--- src/hw/chpm_pkg.sv ---
// Constants for the card connector pin function map.
// Assumes one 125 MHz clock and an AXI4-Lite register port.
package chpm_pkg;
  // ****************************************
  // Bus and register map
  // ****************************************
  localparam int          CHPM_AW           = 8;
  localparam logic [7:0]  CHPM_OFF_CTRL     = 8'h00;
  localparam logic [7:0]  CHPM_OFF_STATUS   = 8'h04;
  localparam logic [7:0]  CHPM_OFF_CSR      = 8'h08;
  localparam logic [7:0]  CHPM_OFF_ADDR     = 8'h0C;
  localparam logic [1:0]  CHPM_RESP_OKAY    = 2'h0;
  localparam logic [1:0]  CHPM_RESP_SLVERR  = 2'h2;
  // ****************************************
  // Field positions
  // ****************************************
  localparam int CHPM_CTRL_MODE_LO  = 0;  // Mode requested for next reset
  localparam int CHPM_CTRL_RDY      = 2;  // Card ready (1) or busy (0)
  localparam int CHPM_CTRL_WP       = 3;  // Write protect
  localparam int CHPM_CTRL_IRQ      = 4;  // Interrupt request from function
  localparam int CHPM_CTRL_WAIT     = 5;  // Extend cycle (wait asserted)
  localparam int CHPM_CTRL_IN_ACK   = 6;
  localparam int CHPM_CTRL_AUDIO    = 7;  // Binary audio level
  localparam int CHPM_CTRL_DIAG_LOW = 8;  // Drive pass diagnostic low
  localparam int CHPM_CTRL_ACT_LOW  = 9;  // Drive active/slave present low
  localparam int CHPM_CSR_SIGCHG    = 0;  // Enable status changed output
  localparam int CHPM_CSR_CHANGED   = 1;  // Sticky change seen
  localparam logic [9:0] CHPM_CTRL_RST = 10'h004;
  // ****************************************
  // Modes
  // ****************************************
  typedef enum logic [1:0] {
    CHPM_MODE_MEM = 2'h0,
    CHPM_MODE_IO  = 2'h1,
    CHPM_MODE_IDE = 2'h3
  } chpm_mode_t;
  localparam logic CHPM_HAS_IDE   = 1'b1;  // Storage-class card
  localparam logic CHPM_HAS_AUDIO = 1'b1;
endpackage

--- src/hw/chpm_pin_map.sv ---
// Connector pin function map for memory, I/O and task-file modes.
// Assumes host strobes are already synchronous to aclk.
//
// The address map and the AXI4-Lite interface to the registers were left to the implementer.
`timescale 1ns/10ps
// Contract
// Memory and I/O modes decode eleven address lines plus attribute select.
// Task-file mode uses only address bits two to zero, eight registers.
// Host grounds upper address lines in task-file mode.
// Host ties attribute select and write enable high in task-file mode.
// Memory mode drives both battery detect outputs high.
// I/O mode pulls status changed low on ready or protect change, if enabled.
// I/O mode drives audio out; no audio function holds it negated.
// Pass diagnostic is a two-way handshake line in task-file mode.
// Card works with upper data byte unconnected in 8-bit hosts.
// Storage card implements task-file mode; expansion card may omit it.
// Cable select grounded gives master, open gives slave.
// Drive active/slave present is a two-way handshake line in task-file mode.
// Shared pins change function with the active mode.
// Mode is latched at reset and fixed until the next reset.
module chpm_pin_map (
  // Clock and reset
  input  wire logic                 aclk,
  input  wire logic                 aresetn,
  // AXI4-Lite write
  input  wire logic [chpm_pkg::CHPM_AW-1:0] s_awaddr,
  input  wire logic                 s_awvalid,
  output logic                      s_awready,
  input  wire logic [31:0]          s_wdata,
  input  wire logic [3:0]           s_wstrb,
  input  wire logic                 s_wvalid,
  output logic                      s_wready,
  output logic [1:0]                s_bresp,
  output logic                      s_bvalid,
  input  wire logic                 s_bready,
  // AXI4-Lite read
  input  wire logic [chpm_pkg::CHPM_AW-1:0] s_araddr,
  input  wire logic                 s_arvalid,
  output logic                      s_arready,
  output logic [31:0]               s_rdata,
  output logic [1:0]                s_rresp,
  output logic                      s_rvalid,
  input  wire logic                 s_rready,
  // Host address side
  input  wire logic [10:0]          host_addr,
  input  wire logic                 attr_select_n,
  input  wire logic                 cable_select_n,
  // Shared outputs
  output logic                      pin37_o,
  output logic                      pin37_oe,
  output logic                      pin42_o,
  output logic                      pin42_oe,
  output logic                      input_acknowledge_n,
  // Two-way pins 45 and 46
  input  wire logic                 pin45_i,
  output logic                      pin45_o,
  output logic                      pin45_oe,
  input  wire logic                 pin46_i,
  output logic                      pin46_o,
  output logic                      pin46_oe,
  // Decode results
  output logic [10:0]               reg_select,
  output logic                      attr_space,
  output logic                      is_master
);
  import chpm_pkg::*;

  typedef struct packed {
    chpm_mode_t  mode;
    logic        master;
    logic [9:0]  ctrl;
    logic [1:0]  csr;
    logic        ready_d;
    logic        wp_d;
    logic        status_alert;
    logic        far_diag;
    logic        far_active;
    logic [10:0] sel;
    logic        attr;
    logic        aw_got;
    logic        w_got;
    logic [7:0]  awaddr;
    logic [31:0] wdata;
    logic [3:0]  wstrb;
    logic        bvalid;
    logic [1:0]  bresp;
    logic        rvalid;
    logic [31:0] rdata;
    logic [1:0]  rresp;
  } chpm_state_t;

  chpm_state_t st_reg;
  chpm_state_t st_next;
  chpm_mode_t  req_mode;
  logic        p45_lvl;
  logic        p46_lvl;
  logic        p45_od;
  logic        p46_od;
  logic        p45_en;
  logic        p46_en;
  logic        do_write;
  logic        do_read;

  // ****************************************
  // Mode request with illegal codes folded
  // ****************************************
  always_comb begin
    unique case (st_reg.ctrl[CHPM_CTRL_MODE_LO +: 2])
      2'h1:    req_mode = CHPM_MODE_IO;
      // storage card offers task file
      2'h2,
      2'h3:    req_mode = CHPM_HAS_IDE ? CHPM_MODE_IDE : CHPM_MODE_MEM;
      default: req_mode = CHPM_MODE_MEM;
    endcase
  end

  assign do_write = st_reg.aw_got & st_reg.w_got & ~st_reg.bvalid;
  assign do_read  = s_arvalid & ~st_reg.rvalid;

  always_comb begin
    st_next = st_reg;
    // ****************************************
    // Register bus
    // ****************************************
    if (s_awvalid && !st_reg.aw_got) begin
      st_next.aw_got = 1'b1;
      st_next.awaddr = s_awaddr;
    end
    if (s_wvalid && !st_reg.w_got) begin
      st_next.w_got = 1'b1;
      st_next.wdata = s_wdata;
      // Strobes travel with their data beat
      st_next.wstrb = s_wstrb;
    end
    if (do_write) begin
      st_next.aw_got = 1'b0;
      st_next.w_got  = 1'b0;
      st_next.bvalid = 1'b1;
      st_next.bresp  = CHPM_RESP_OKAY;
      unique case (st_reg.awaddr)
        CHPM_OFF_CTRL: begin
          if (st_reg.wstrb[0]) st_next.ctrl[7:0] = st_reg.wdata[7:0];
          if (st_reg.wstrb[1]) st_next.ctrl[9:8] = st_reg.wdata[9:8];
        end
        CHPM_OFF_CSR: begin
          if (st_reg.wstrb[0]) begin
            st_next.csr[CHPM_CSR_SIGCHG] = st_reg.wdata[CHPM_CSR_SIGCHG];
            // Write one clears the change flag
            if (st_reg.wdata[CHPM_CSR_CHANGED]) st_next.csr[CHPM_CSR_CHANGED] = 1'b0;
          end
        end
        CHPM_OFF_STATUS,
        CHPM_OFF_ADDR: ;
        default: st_next.bresp = CHPM_RESP_SLVERR;
      endcase
    end
    if (st_reg.bvalid && s_bready) st_next.bvalid = 1'b0;
    if (do_read) begin
      st_next.rvalid = 1'b1;
      st_next.rresp  = CHPM_RESP_OKAY;
      st_next.rdata  = 32'h0000_0000;
      unique case (s_araddr)
        CHPM_OFF_CTRL:   st_next.rdata[9:0] = st_reg.ctrl;
        CHPM_OFF_STATUS: st_next.rdata[5:0] = {st_reg.far_active, st_reg.far_diag,
                                               st_reg.master, st_reg.status_alert,
                                               st_reg.mode};
        CHPM_OFF_CSR:    st_next.rdata[1:0] = st_reg.csr;
        CHPM_OFF_ADDR:   st_next.rdata[11:0] = {st_reg.attr, st_reg.sel};
        default:         st_next.rresp = CHPM_RESP_SLVERR;
      endcase
    end
    if (st_reg.rvalid && s_rready) st_next.rvalid = 1'b0;

    // ****************************************
    // Address decode
    // ****************************************
    if (st_reg.mode == CHPM_MODE_IDE) begin
      // three low bits pick task file register
      st_next.sel  = {8'h00, host_addr[2:0]};
      st_next.attr = 1'b0;
    end else begin
      // full address plus attribute space
      st_next.sel  = host_addr;
      st_next.attr = ~attr_select_n;
    end

    // change of ready or protect sets the change flag; the alert also needs I/O mode and the enable
    st_next.ready_d = st_reg.ctrl[CHPM_CTRL_RDY];
    st_next.wp_d    = st_reg.ctrl[CHPM_CTRL_WP];
    if ((st_reg.ready_d != st_reg.ctrl[CHPM_CTRL_RDY]) ||
        (st_reg.wp_d != st_reg.ctrl[CHPM_CTRL_WP]))
      st_next.csr[CHPM_CSR_CHANGED] = 1'b1;
    st_next.status_alert = (st_reg.mode == CHPM_MODE_IO) & st_reg.csr[CHPM_CSR_SIGCHG]
                           & st_reg.csr[CHPM_CSR_CHANGED];

    // Partner handshake levels, seen only in task-file mode
    st_next.far_diag   = (st_reg.mode == CHPM_MODE_IDE) & ~pin46_i;
    st_next.far_active = (st_reg.mode == CHPM_MODE_IDE) & ~pin45_i;
  end

  always_ff @(posedge aclk) begin
    if (!aresetn) begin
      st_reg      <= '0;
      st_reg.ctrl <= CHPM_CTRL_RST;
      // mode taken at reset from stored request
      st_reg.mode <= req_mode;
      // grounded cable select means master
      st_reg.master <= ~cable_select_n;
      // no false change after reset
      st_reg.ready_d <= CHPM_CTRL_RST[CHPM_CTRL_RDY];
      st_reg.wp_d    <= CHPM_CTRL_RST[CHPM_CTRL_WP];
    end else begin
      st_reg <= st_next;
    end
  end

  // ****************************************
  // Pin functions by mode
  // ****************************************
  // shared pins follow the latched mode
  always_comb begin
    unique case (st_reg.mode)
      CHPM_MODE_IO: begin
        pin37_o  = st_reg.ctrl[CHPM_CTRL_IRQ] ? 1'b0 : 1'b1;
        pin42_o  = ~st_reg.ctrl[CHPM_CTRL_WAIT];
        p46_lvl  = ~st_reg.status_alert;
        // audio, negated when absent
        p45_lvl  = CHPM_HAS_AUDIO ? ~st_reg.ctrl[CHPM_CTRL_AUDIO] : 1'b1;
        p45_od   = 1'b0;
        p46_od   = 1'b0;
        pin42_oe = 1'b1;
      end
      CHPM_MODE_IDE: begin
        pin37_o  = st_reg.ctrl[CHPM_CTRL_IRQ];
        // Ready line is open drain: only pulls low while waiting
        pin42_o  = 1'b0;
        pin42_oe = st_reg.ctrl[CHPM_CTRL_WAIT];
        // pass diagnostic open drain, partner may pull too
        p46_lvl  = ~st_reg.ctrl[CHPM_CTRL_DIAG_LOW];
        // drive active/slave present open drain
        p45_lvl  = ~st_reg.ctrl[CHPM_CTRL_ACT_LOW];
        p45_od   = 1'b1;
        p46_od   = 1'b1;
      end
      default: begin
        pin37_o  = st_reg.ctrl[CHPM_CTRL_RDY];
        pin42_o  = ~st_reg.ctrl[CHPM_CTRL_WAIT];
        pin42_oe = 1'b1;
        // battery detects held high
        p45_lvl  = 1'b1;
        p46_lvl  = 1'b1;
        p45_od   = 1'b0;
        p46_od   = 1'b0;
      end
    endcase
  end

  assign p45_en = 1'b1;
  assign p46_en = 1'b1;

  chpm_ocpin u_pin45 (
    .drive_en   (p45_en),
    .open_drain (p45_od),
    .level      (p45_lvl),
    .pad_o      (pin45_o),
    .pad_oe     (pin45_oe)
  );

  chpm_ocpin u_pin46 (
    .drive_en   (p46_en),
    .open_drain (p46_od),
    .level      (p46_lvl),
    .pad_o      (pin46_o),
    .pad_oe     (pin46_oe)
  );

  // no upper data byte used here, 8-bit hosts unaffected
  assign pin37_oe            = 1'b1;
  assign input_acknowledge_n = ~st_reg.ctrl[CHPM_CTRL_IN_ACK];
  assign reg_select          = st_reg.sel;
  assign attr_space          = st_reg.attr;
  assign is_master           = st_reg.master;
  assign s_awready           = ~st_reg.aw_got;
  assign s_wready            = ~st_reg.w_got;
  assign s_bvalid            = st_reg.bvalid;
  assign s_bresp             = st_reg.bresp;
  assign s_arready           = ~st_reg.rvalid;
  assign s_rvalid            = st_reg.rvalid;
  assign s_rdata             = st_reg.rdata;
  assign s_rresp             = st_reg.rresp;
endmodule // chpm_pin_map

--- src/hw/chpm_ocpin.sv ---
// One two-way connector pin with push-pull or open-drain output.
// Assumes the pad combines enable and level outside.
`timescale 1ns/10ps
module chpm_ocpin (
  // Control
  input  wire logic drive_en,
  input  wire logic open_drain,
  input  wire logic level,
  // Pad
  output logic      pad_o,
  output logic      pad_oe
);
  // Open drain only pulls low; push-pull drives both levels
  always_comb begin
    pad_o  = open_drain ? 1'b0 : level;
    pad_oe = drive_en & (open_drain ? ~level : 1'b1);
  end
endmodule // chpm_ocpin

--- config.mk ---
export PLATFORM = sky130hd
export DESIGN_NAME = chpm_pin_map
export DESIGN_NICKNAME = d
export VERILOG_FILES = /design/src/hw/chpm_pkg.sv /design/src/hw/chpm_pin_map.sv /design/src/hw/chpm_ocpin.sv
export SDC_FILE = /design/constraint.sdc
export NUM_CORES = 1
export LEC_CHECK = 0
export ABC_AREA = 1
export BUFFER_PORTS_ARGS = -buffer_cell sky130_fd_sc_hd__buf_2
export CELL_PAD_IN_SITES_DETAIL_PLACEMENT = 1
export CELL_PAD_IN_SITES_GLOBAL_PLACEMENT = 2
export CORE_AREA = 4 4 130 101
export DETAILED_ROUTE_END_ITERATION = 10
export DIE_AREA = 0 0 134 105
export GPL_TIMING_DRIVEN = 0
export PLACE_DENSITY_LB_ADDON = 0.1
export SETUP_SLACK_MARGIN = 0.1
export SYNTH_ARGS = -nofsm -noshare
export SYNTH_HDL_FRONTEND = slang
export SYNTH_SLANG_ARGS = --single-unit
--- constraint.sdc ---
create_clock -name aclk -period 1.91 [get_ports aclk]
set_input_delay 0.573 -clock aclk [delete_from_list [all_inputs] [get_ports aclk]]
set_output_delay 0.573 -clock aclk [all_outputs]
set_load 0.05 [all_outputs]
# Word level (Yosys, flattened, before mapping)
# Cells that the tools add are included.
# classes
n_eq_ne	13
bitwise_logic	24
n_mux	23
reduce_logical	24
# op_table
operator	n
$eq A8 B4 Y1 const B	4
$not A1 Y1	17
$eq A8 B3 Y1 const B	2
$logic_not A8 Y1	2
$mux W2	6
$pmux W4 S3	1
$mux W1	10
$reduce_or A2 Y1	5
$reduce_and A3 Y1	3
$pmux W2 S4	1
$pmux W4 S2	1
$reduce_bool A2 Y1	4
$reduce_or A4 Y1	2
$and A1 B1 Y1	7
$eq A2 B2 Y1 const B	3
$pmux W1 S2	3
$eq A2 B1 Y1 const B	2
$logic_and A1 B1 Y1	4
$pmux W2 S2	1
$reduce_and A4 Y1	1
$logic_not A1 Y1	2
$ne A1 B1 Y1	2
$logic_or A1 B1 Y1	1
# totals
wordCells	108
register_bits	72
input_bits	74

# Depth between registers and ports, before layout
# Gate-level depths: netlist of run 1.
# logic_depth
word_depth	5
mapped_depth	8
depth_no_buf	7

# Cells and area by module
# A second synthesis of run 1 with hierarchy kept.
# hier_totals
cells_unflattened	421
hier_area_um2	3243.1
# by_module_without_submodules
mod	cells_per_inst	n_inst	seq_area_each_um2	area_each_um2
chpm_pin_map	413	1	1431.4	3210.6
chpm_ocpin	4	2	0.0	16.3

# Worst setup path before layout of run 1
# Ideal clock, no wire load.
# synth_path
path_type	register to output
start	reg st_reg, in the netlist st_next[115]
end	out pin45_o
arrival_ns	1.523
slack_ns	-0.186
path_buffers	0
stages_incl_launch_ff	2
required_time_ns	1.337
path_cell_list	edfxtp_1 > o21ai_0
# synth_between
elab_chain_len	3
word_cells_on_any_way	5
# synth_rtl
element	line_no	rtl
from (decl)	chpm_pin_map.sv:92	chpm_state_t st_reg;
from (signal assigned)	chpm_pin_map.sv:213	st_reg <= st_next;
$eq A2 B2 Y1 / $eq A2 B1 Y1 (equally long branches)	chpm_pin_map.sv:222	unique case (st_reg.mode)
$pmux W1 S2 / $mux W1 (equally long branches)	chpm_pin_map.sv:222	
$mux W1 (*)	chpm_ocpin.sv:15	pad_o = open_drain ? 1'b0 : level;
to (decl)	chpm_pin_map.sv:56	output logic pin45_o,
# Every way passes the cells marked *; elsewhere a longest branch is shown, timed or not.

# Worst setup path in the final report of run 1
# layout_path
start	reg st_reg, in the netlist st_next[114]
end	out pin37_o
# layout_between
elab_chain_len	2
word_cells_on_any_way	3
# layout_rtl
element	line_no	rtl
$eq A2 B2 Y1 / $eq A2 B1 Y1 (equally long branches)	chpm_pin_map.sv:222	
$pmux W1 S2 (*)	chpm_pin_map.sv:222	
to (decl)	chpm_pin_map.sv:49	output logic pin37_o,
# Marked as above.

==> results of run 1 <==
-- power groups by stage --
stage               combinational (mW)  sequential (mW)  clock, mW
floorplan                        0.452             1.62          0
global placement                 0.618             1.61          0
detailed placement               0.622             1.62          0
CTS                              0.634             1.59       1.66
global route                     0.688             1.59       1.70
finish                           0.632             1.59       1.60
-- cells by family after synthesis --
family | Yosys count
and+or+nand+nor | 164
buffers and inverters | 105
DFF | 70
AOI/OAI and AO/OA | 69
xor gates and xnor gates | 2
other | 2
-- worst register-to-register path, cell delays in order, from the launching register on --
cell,delay [ns]
dfxtp_1,0.33
nor2_2,0.41
inv_1,0.21
buf_2,0.24
nor2_1,0.13
nor2_1,0.06
-- through the flow --
stage          std cells  setup TNS, ns  power, mW  hold WS [ns]  cell area [µm²]
6_report             709        -0.0967       3.82         0.393             4280
5_1_grt              709         -0.464       3.99         0.378             4280
4_1_cts              708         -0.216       3.88         0.378             4240
3_5_place_dp         688              0       2.24         0.460             3880
3_3_place_gp         688              0       2.23         0.447             3880
2_1_floorplan        433         -0.372       2.07         0.431             3230
-- what timing repair did --
action,4_1_cts,5_1_grt
gates resized for setup,14,6
endpoints found under the hold margin,0,0
buffers inserted,4,1
hold buffers,0,0
setup endpoints to repair,7,7
pin swaps,2,3
-- cells in the final DEF, fill, tap and decap left out, types with 9 or more instances in the layout --
cell type and n:
nor2_1 60, nand2_1 60, dfxtp_1 67, o21ai_0 27, nand3_1 22, a21oi_1 26
buf_4 56, clkbuf_16 9, conb_1 23, inv_1 41, buf_2 84
-- per-layer routing --
metal | wire, µm | track usage, % | vias up
li1 | - | - | 1482
met3 | 491 | 3.75 | 14
met2 | 4120 | 20.0 | 71
met5 | 0 | 0 | -
met1 | 4520 | 18.3 | 1340
met4 | 166 | 4.77 | 0
-- worst max-delay path by stage --
| stage | slack [ns] | depth (start not counted) | start | end |
|---|---|---|---|---|
| after floorplan | -0.19 | 1 | st_next[115] | pin45_o |
| after global placement | 0.06 | 8 | s_arvalid | s_rdata[9] |
| after detailed placement | 0.06 | 8 | s_arvalid | s_rdata[9] |
| after CTS | -0.08 | 3 | st_next[114] | pin37_o |
| after global routing | -0.15 | 5 | st_next[114] | pin37_o |
| final | -0.08 | 3 | st_next[114] | pin37_o |
-- area by class of cell --
class	count	area [µm²]
Buffer	59	419
Clock buffer	12	267
Clock inverter	4	20.0
Fill cell	1496	7680
Inverter	46	173
Multi-Input combinational cell	258	1230
Sequential cell	70	1430
Tap cell	166	208
Timing Repair Buffer	94	531
==> out/results.ini, run 1 <==
[min_path]
min_to = attr_space
hold_class = input pin to flip-flop
worstHoldStart = attr_select_n
whs_path_depth = 2

[logic_synthesis]
yosysWarningCount = 0
synthTopCellsByCount = dfxtp_1, nor2_1, nand2_1
synthMostInstantiatedCell = dfxtp_1
synth_cell_types = 32
synth_edf_count = 3
netlist_area_um2 = 3140
synthAdderAreaFrac_pct = 0
yosysTopAreaCell = dfxtp_1
synth_area_leaders = dfxtp_1, buf_4, nor2_1, nand2_1, inv_1
yosys_register_bits = 70
ys_seq_area_share_pct = 45.5
yosys.area_share.simple_pct = 22.6
syn-mean-instance-area_um2 = 7.63
async_flop_share_pct = 0
synth.area.mux_share_pct = 0
synthFlopType = dfxtp_1
yosys.area_share.xor_xnor_pct = 0.557
synth_compound_area_share_pct = 12.2
netlist_instances = 412
synth_top_area_share_pct = 42.7
synth_top_family_by_area = simple AND/OR/NAND/NOR gates

[timing]
tightest_slew_ns = 0.595
min_period_over_period_pct = 104
setup_viol = 4
hold_viol = 0
fin_crit_ns = 1.99
relSlewSlack_pct = 60.3
slew_viol_final = 0
rsz0062_at_grt = yes
finalClockSkew_ns = 0.00762
worst_slack_ns = -0.0784
fmax_mhz = 503

[grt]
grt_pass1_vias = 2975
antenna_found_initial = 0
grt_overflow = 0
grt_max_degree = 13
grt_pass1_wl_mm = 14.7
grt_use_total_pct = 13.4

[final_layout]
largest_register_ffs = 37
drive_gt1_share_pct = 34.6
post-route-util_pct = 35.8
layout.nets = 612
num_antenna_cells = 0
area_growth_pct = 36.1

[outcome]
violations = negative setup slack
outcome = finished, violations left

[die]
rows = 35
die-area_um2 = 14100
ioPinCount = 137
die_w_um = 134
core_area_um2 = 12000
start_util_pct = 26.3
die_y_um = 105

[clocking]
clock_latency_ns = 0.33
cts_buffer_depth = 2
htree_levels = 3
clock_sinks = 70
cts_tree = done
numCtsBuffers = 9
cts-root-buf = clkbuf_16
clk_pin_slew_ns = 0.06

[critical_path]
arrival_ns = 1.42
worst_ep_required_time_ns = 1.34
r2r_end = st_reg[47]
ff2ff_setup_slack_ns = 0.43
r2r_start = st_reg[82]
crit_type = flip-flop to output pin
cp_max_fo = 6
critPathBufInv = 2
end_kind = output pin
path_cells = buf_4 > o221ai_4 > buf_8
cp_top_family = flip-flops
max_stage_delay_ns = 0.50
cp-start-kind = flip-flop
slowest_stage = edfxtp_1
r2r_cells = 5

[routing]
wl_mm = 9.30
antenna_left = 0
dr.pass1.iters = 4
route.detailed.drc = 0
vias_per_cell = 4.10
num_vias = 2907
wl_per_cell_um = 13.1
drt-initial-drc-count = 71

[power_and_ir_drop]
p_int_mw = 2.71
pwr_density_cell_nw_per_um2 = 892
pwr-share-seq_pct = 41.5
p_switching_mw = 1.11
pwr-share-clk_pct = 41.9
combPwrFrac_pct = 16.5
swShare_pct = 29.0
p_leak_nw = 2.13
irDropWorstVdd_uv = 360

[placed_design]
portBuffers = 89
pre_cts_slack_ns = 0.0644
gp_congestion = 0.746
dp_hpwl_mm = 7.30

[flow_run]
maxCapViolCount = 0

(Power assumes the default switching activity.)
==> inputs of run 2 (changes only) <==
- BUFFER_PORTS_ARGS: -buffer_cell sky130_fd_sc_hd__buf_2 -> -buffer_cell sky130_fd_sc_hd__buf_4
- GPL_ROUTABILITY_DRIVEN: unset -> 1
- REMOVE_ABC_BUFFERS: unset -> 1
==> out/results.ini, run 2 (synthesis gave the netlist of run 1 again) <==
[outcome]
outcome = finished, violations left  ; unchanged
violations = negative setup slack  ; unchanged

[die]
die_y_um = 105  ; unchanged
rows = 35  ; unchanged
core_area_um2 = 12000  ; unchanged
die-area_um2 = 14100  ; unchanged
die_w_um = 134  ; unchanged
start_util_pct = 26.3  ; unchanged
ioPinCount = 137  ; unchanged

[timing]
setup_viol = 1  ; was 4
min_period_over_period_pct = 102  ; was 104%
rsz0062_at_grt = yes  ; unchanged
fmax_mhz = 513  ; was 503 MHz
fin_crit_ns = 1.95  ; was 1.99 ns
tightest_slew_ns = 0.557  ; was 0.595 ns
slew_viol_final = 0  ; unchanged
worst_slack_ns = -0.0402  ; was -0.0784 ns
relSlewSlack_pct = 62.7  ; was 60.3%
hold_viol = 0  ; unchanged
finalClockSkew_ns = 0.00723  ; was 0.00762 ns
setup-tns-final_ns = -0.0402  ; was -0.0967 ns

[critical_path]
r2r_start = st_next[114]  ; was st_reg[82]
endpoint = pin37_o  ; unchanged
cp_max_fo = 6  ; unchanged
cp-startpoint = st_next[114]  ; unchanged
ff2ff_setup_slack_ns = 0.38  ; was 0.43 ns
arrival_ns = 1.38  ; was 1.42 ns
crit_type = flip-flop to output pin  ; unchanged
r2r_end = reg_select[4]  ; was st_reg[47]
r2r_cells = 6  ; was 5
cp-start-kind = flip-flop  ; unchanged
worst_ep_required_time_ns = 1.34  ; about the same
end_kind = output pin  ; unchanged

[clocking]
htree_levels = 3  ; unchanged
clk_pin_slew_ns = 0.06  ; about the same
numCtsBuffers = 9  ; unchanged
cts-root-buf = clkbuf_16  ; unchanged
clock_latency_ns = 0.33  ; about the same
cts_buffer_depth = 2  ; unchanged
clock_sinks = 70  ; unchanged
cts_tree = done  ; unchanged

[placed_design]
dp_cells = 629  ; was 688
gp_congestion = 0.708  ; was 0.746
portBuffers = 89  ; unchanged
dp_hpwl_mm = 6.48  ; was 7.30 mm

[final_layout]
num_antenna_cells = 0  ; unchanged
mostFrequentLayoutCell = buf_4  ; was buf_2
area_growth_pct = 29.1  ; was 36.1%
largest_register_ffs = 37  ; unchanged
mostFrequentLayoutCells = buf_4, dfxtp_1, nor2_1, nand2_1, inv_1  ; was buf_2, dfxtp_1, nand2_1, nor2_1, buf_4
finalNonFillerCells = 650  ; was 709
drive_gt1_share_pct = 28.1  ; was 34.6%
layout.nets = 553  ; was 612

[routing]
num_vias = 2716  ; was 2907
vias_per_cell = 4.18  ; was 4.10
drt-initial-drc-count = 80  ; was 71
dr.pass1.iters = 4  ; unchanged
route.detailed.drc = 0  ; unchanged
antenna_left = 0  ; unchanged
wl_per_cell_um = 13.6  ; was 13.1 µm
wl_mm = 8.86  ; was 9.30 mm

[grt]
grt_pass1_wl_mm = 14.4  ; was 14.7 mm
grt_max_degree = 43  ; was 13
grt_use_total_pct = 13.0  ; was 13.4%
grt_pass1_vias = 2848  ; was 2975
grt_overflow = 0  ; unchanged
antenna_found_initial = 0  ; unchanged

[flow_run]
maxCapViolCount = 0  ; unchanged

[min_path]
hold_class = input pin to flip-flop  ; unchanged

[power_and_ir_drop]
p_leak_nw = 1.89  ; was 2.13 nW
irDropWorstVdd_uv = 358  ; was 360 µV
pwr_density_cell_nw_per_um2 = 918  ; was 892 nW/µm²

-- run 2: changes by cell type in the layout (fill, tap and decap cells not counted), sizes merged --
cell	previous run	this run
clkinvlp	0	1
clkbuf	17	12
clkinv	4	3
buf	148	94
-- run 2: how the worst min path moves through the flow --
stage	start	to	slack (ns)	cells past startpoint
final	attr_select_n	attr_space	0.39	2
after global routing	attr_select_n	attr_space	0.38	2
after CTS	attr_select_n	attr_space	0.38	2
after detailed placement	st_reg[43]	st_reg[43]	0.46	2
after global placement	st_reg[43]	st_reg[43]	0.45	2
after floorplan	st_reg[43]	st_reg[43]	0.43	2
-- run 2: layer usage --
metal	wire length (µm)	part of all wire (%)	GRT usage, %
met5	0	0	0
met4	115	1.3	3.74
met3	531	6.0	4.23
met2	3970	45	20.7
met1	4250	48	16.8
-- run 2: final cells by class --
class,count,area (µm²)
clock inverter,4,22.5
clock buffer,12,246
inverter,46,175
tap,166,208
timing repair buffer,94,736
multi-input combinational,258,1240
sequential,70,1430
fill,1480,7900
-- run 2: power by group --
part / switching (mW) / total [mW] / internal [mW] / leakage (nW)
registers: 0.0435 / 1.59 / 1.54 / 0.581
logic: 0.422 / 0.597 / 0.175 / 1.17
clock network: 0.633 / 1.54 / 0.908 / 0.132
-- run 2: timing repair --
item,CTS,global route
pin swaps,1,2
setup buffers,3,2
gates resized for setup,18,3
hold buffers,0,0
setup endpoints to repair,6,7
hold endpoints to repair,0,0
-- run 2: per-stage QoR --
stage / area [µm²] / util (%) / hold WS, ns / setup slack (ns) / power [mW]
after floorplan: 2800 / - / 0.430 / -0.186 / 1.99
after global placement: 3680 / 30.8 / 0.449 / -0.211 / 2.20
after detailed placement: 3680 / 30.8 / 0.458 / -0.223 / 2.21
after CTS: 4030 / 33.7 / 0.378 / -0.0347 / 3.79
after global routing: 4060 / 34.0 / 0.385 / -0.113 / 3.89
final: 4060 / 34.0 / 0.391 / -0.0402 / 3.73
-- run 2: worst max-delay path: stages (launching register included) --
cell and delay [ns]:
edfxtp_1 0.49, buf_4 0.18, o221ai_2 0.18, buf_6 0.19
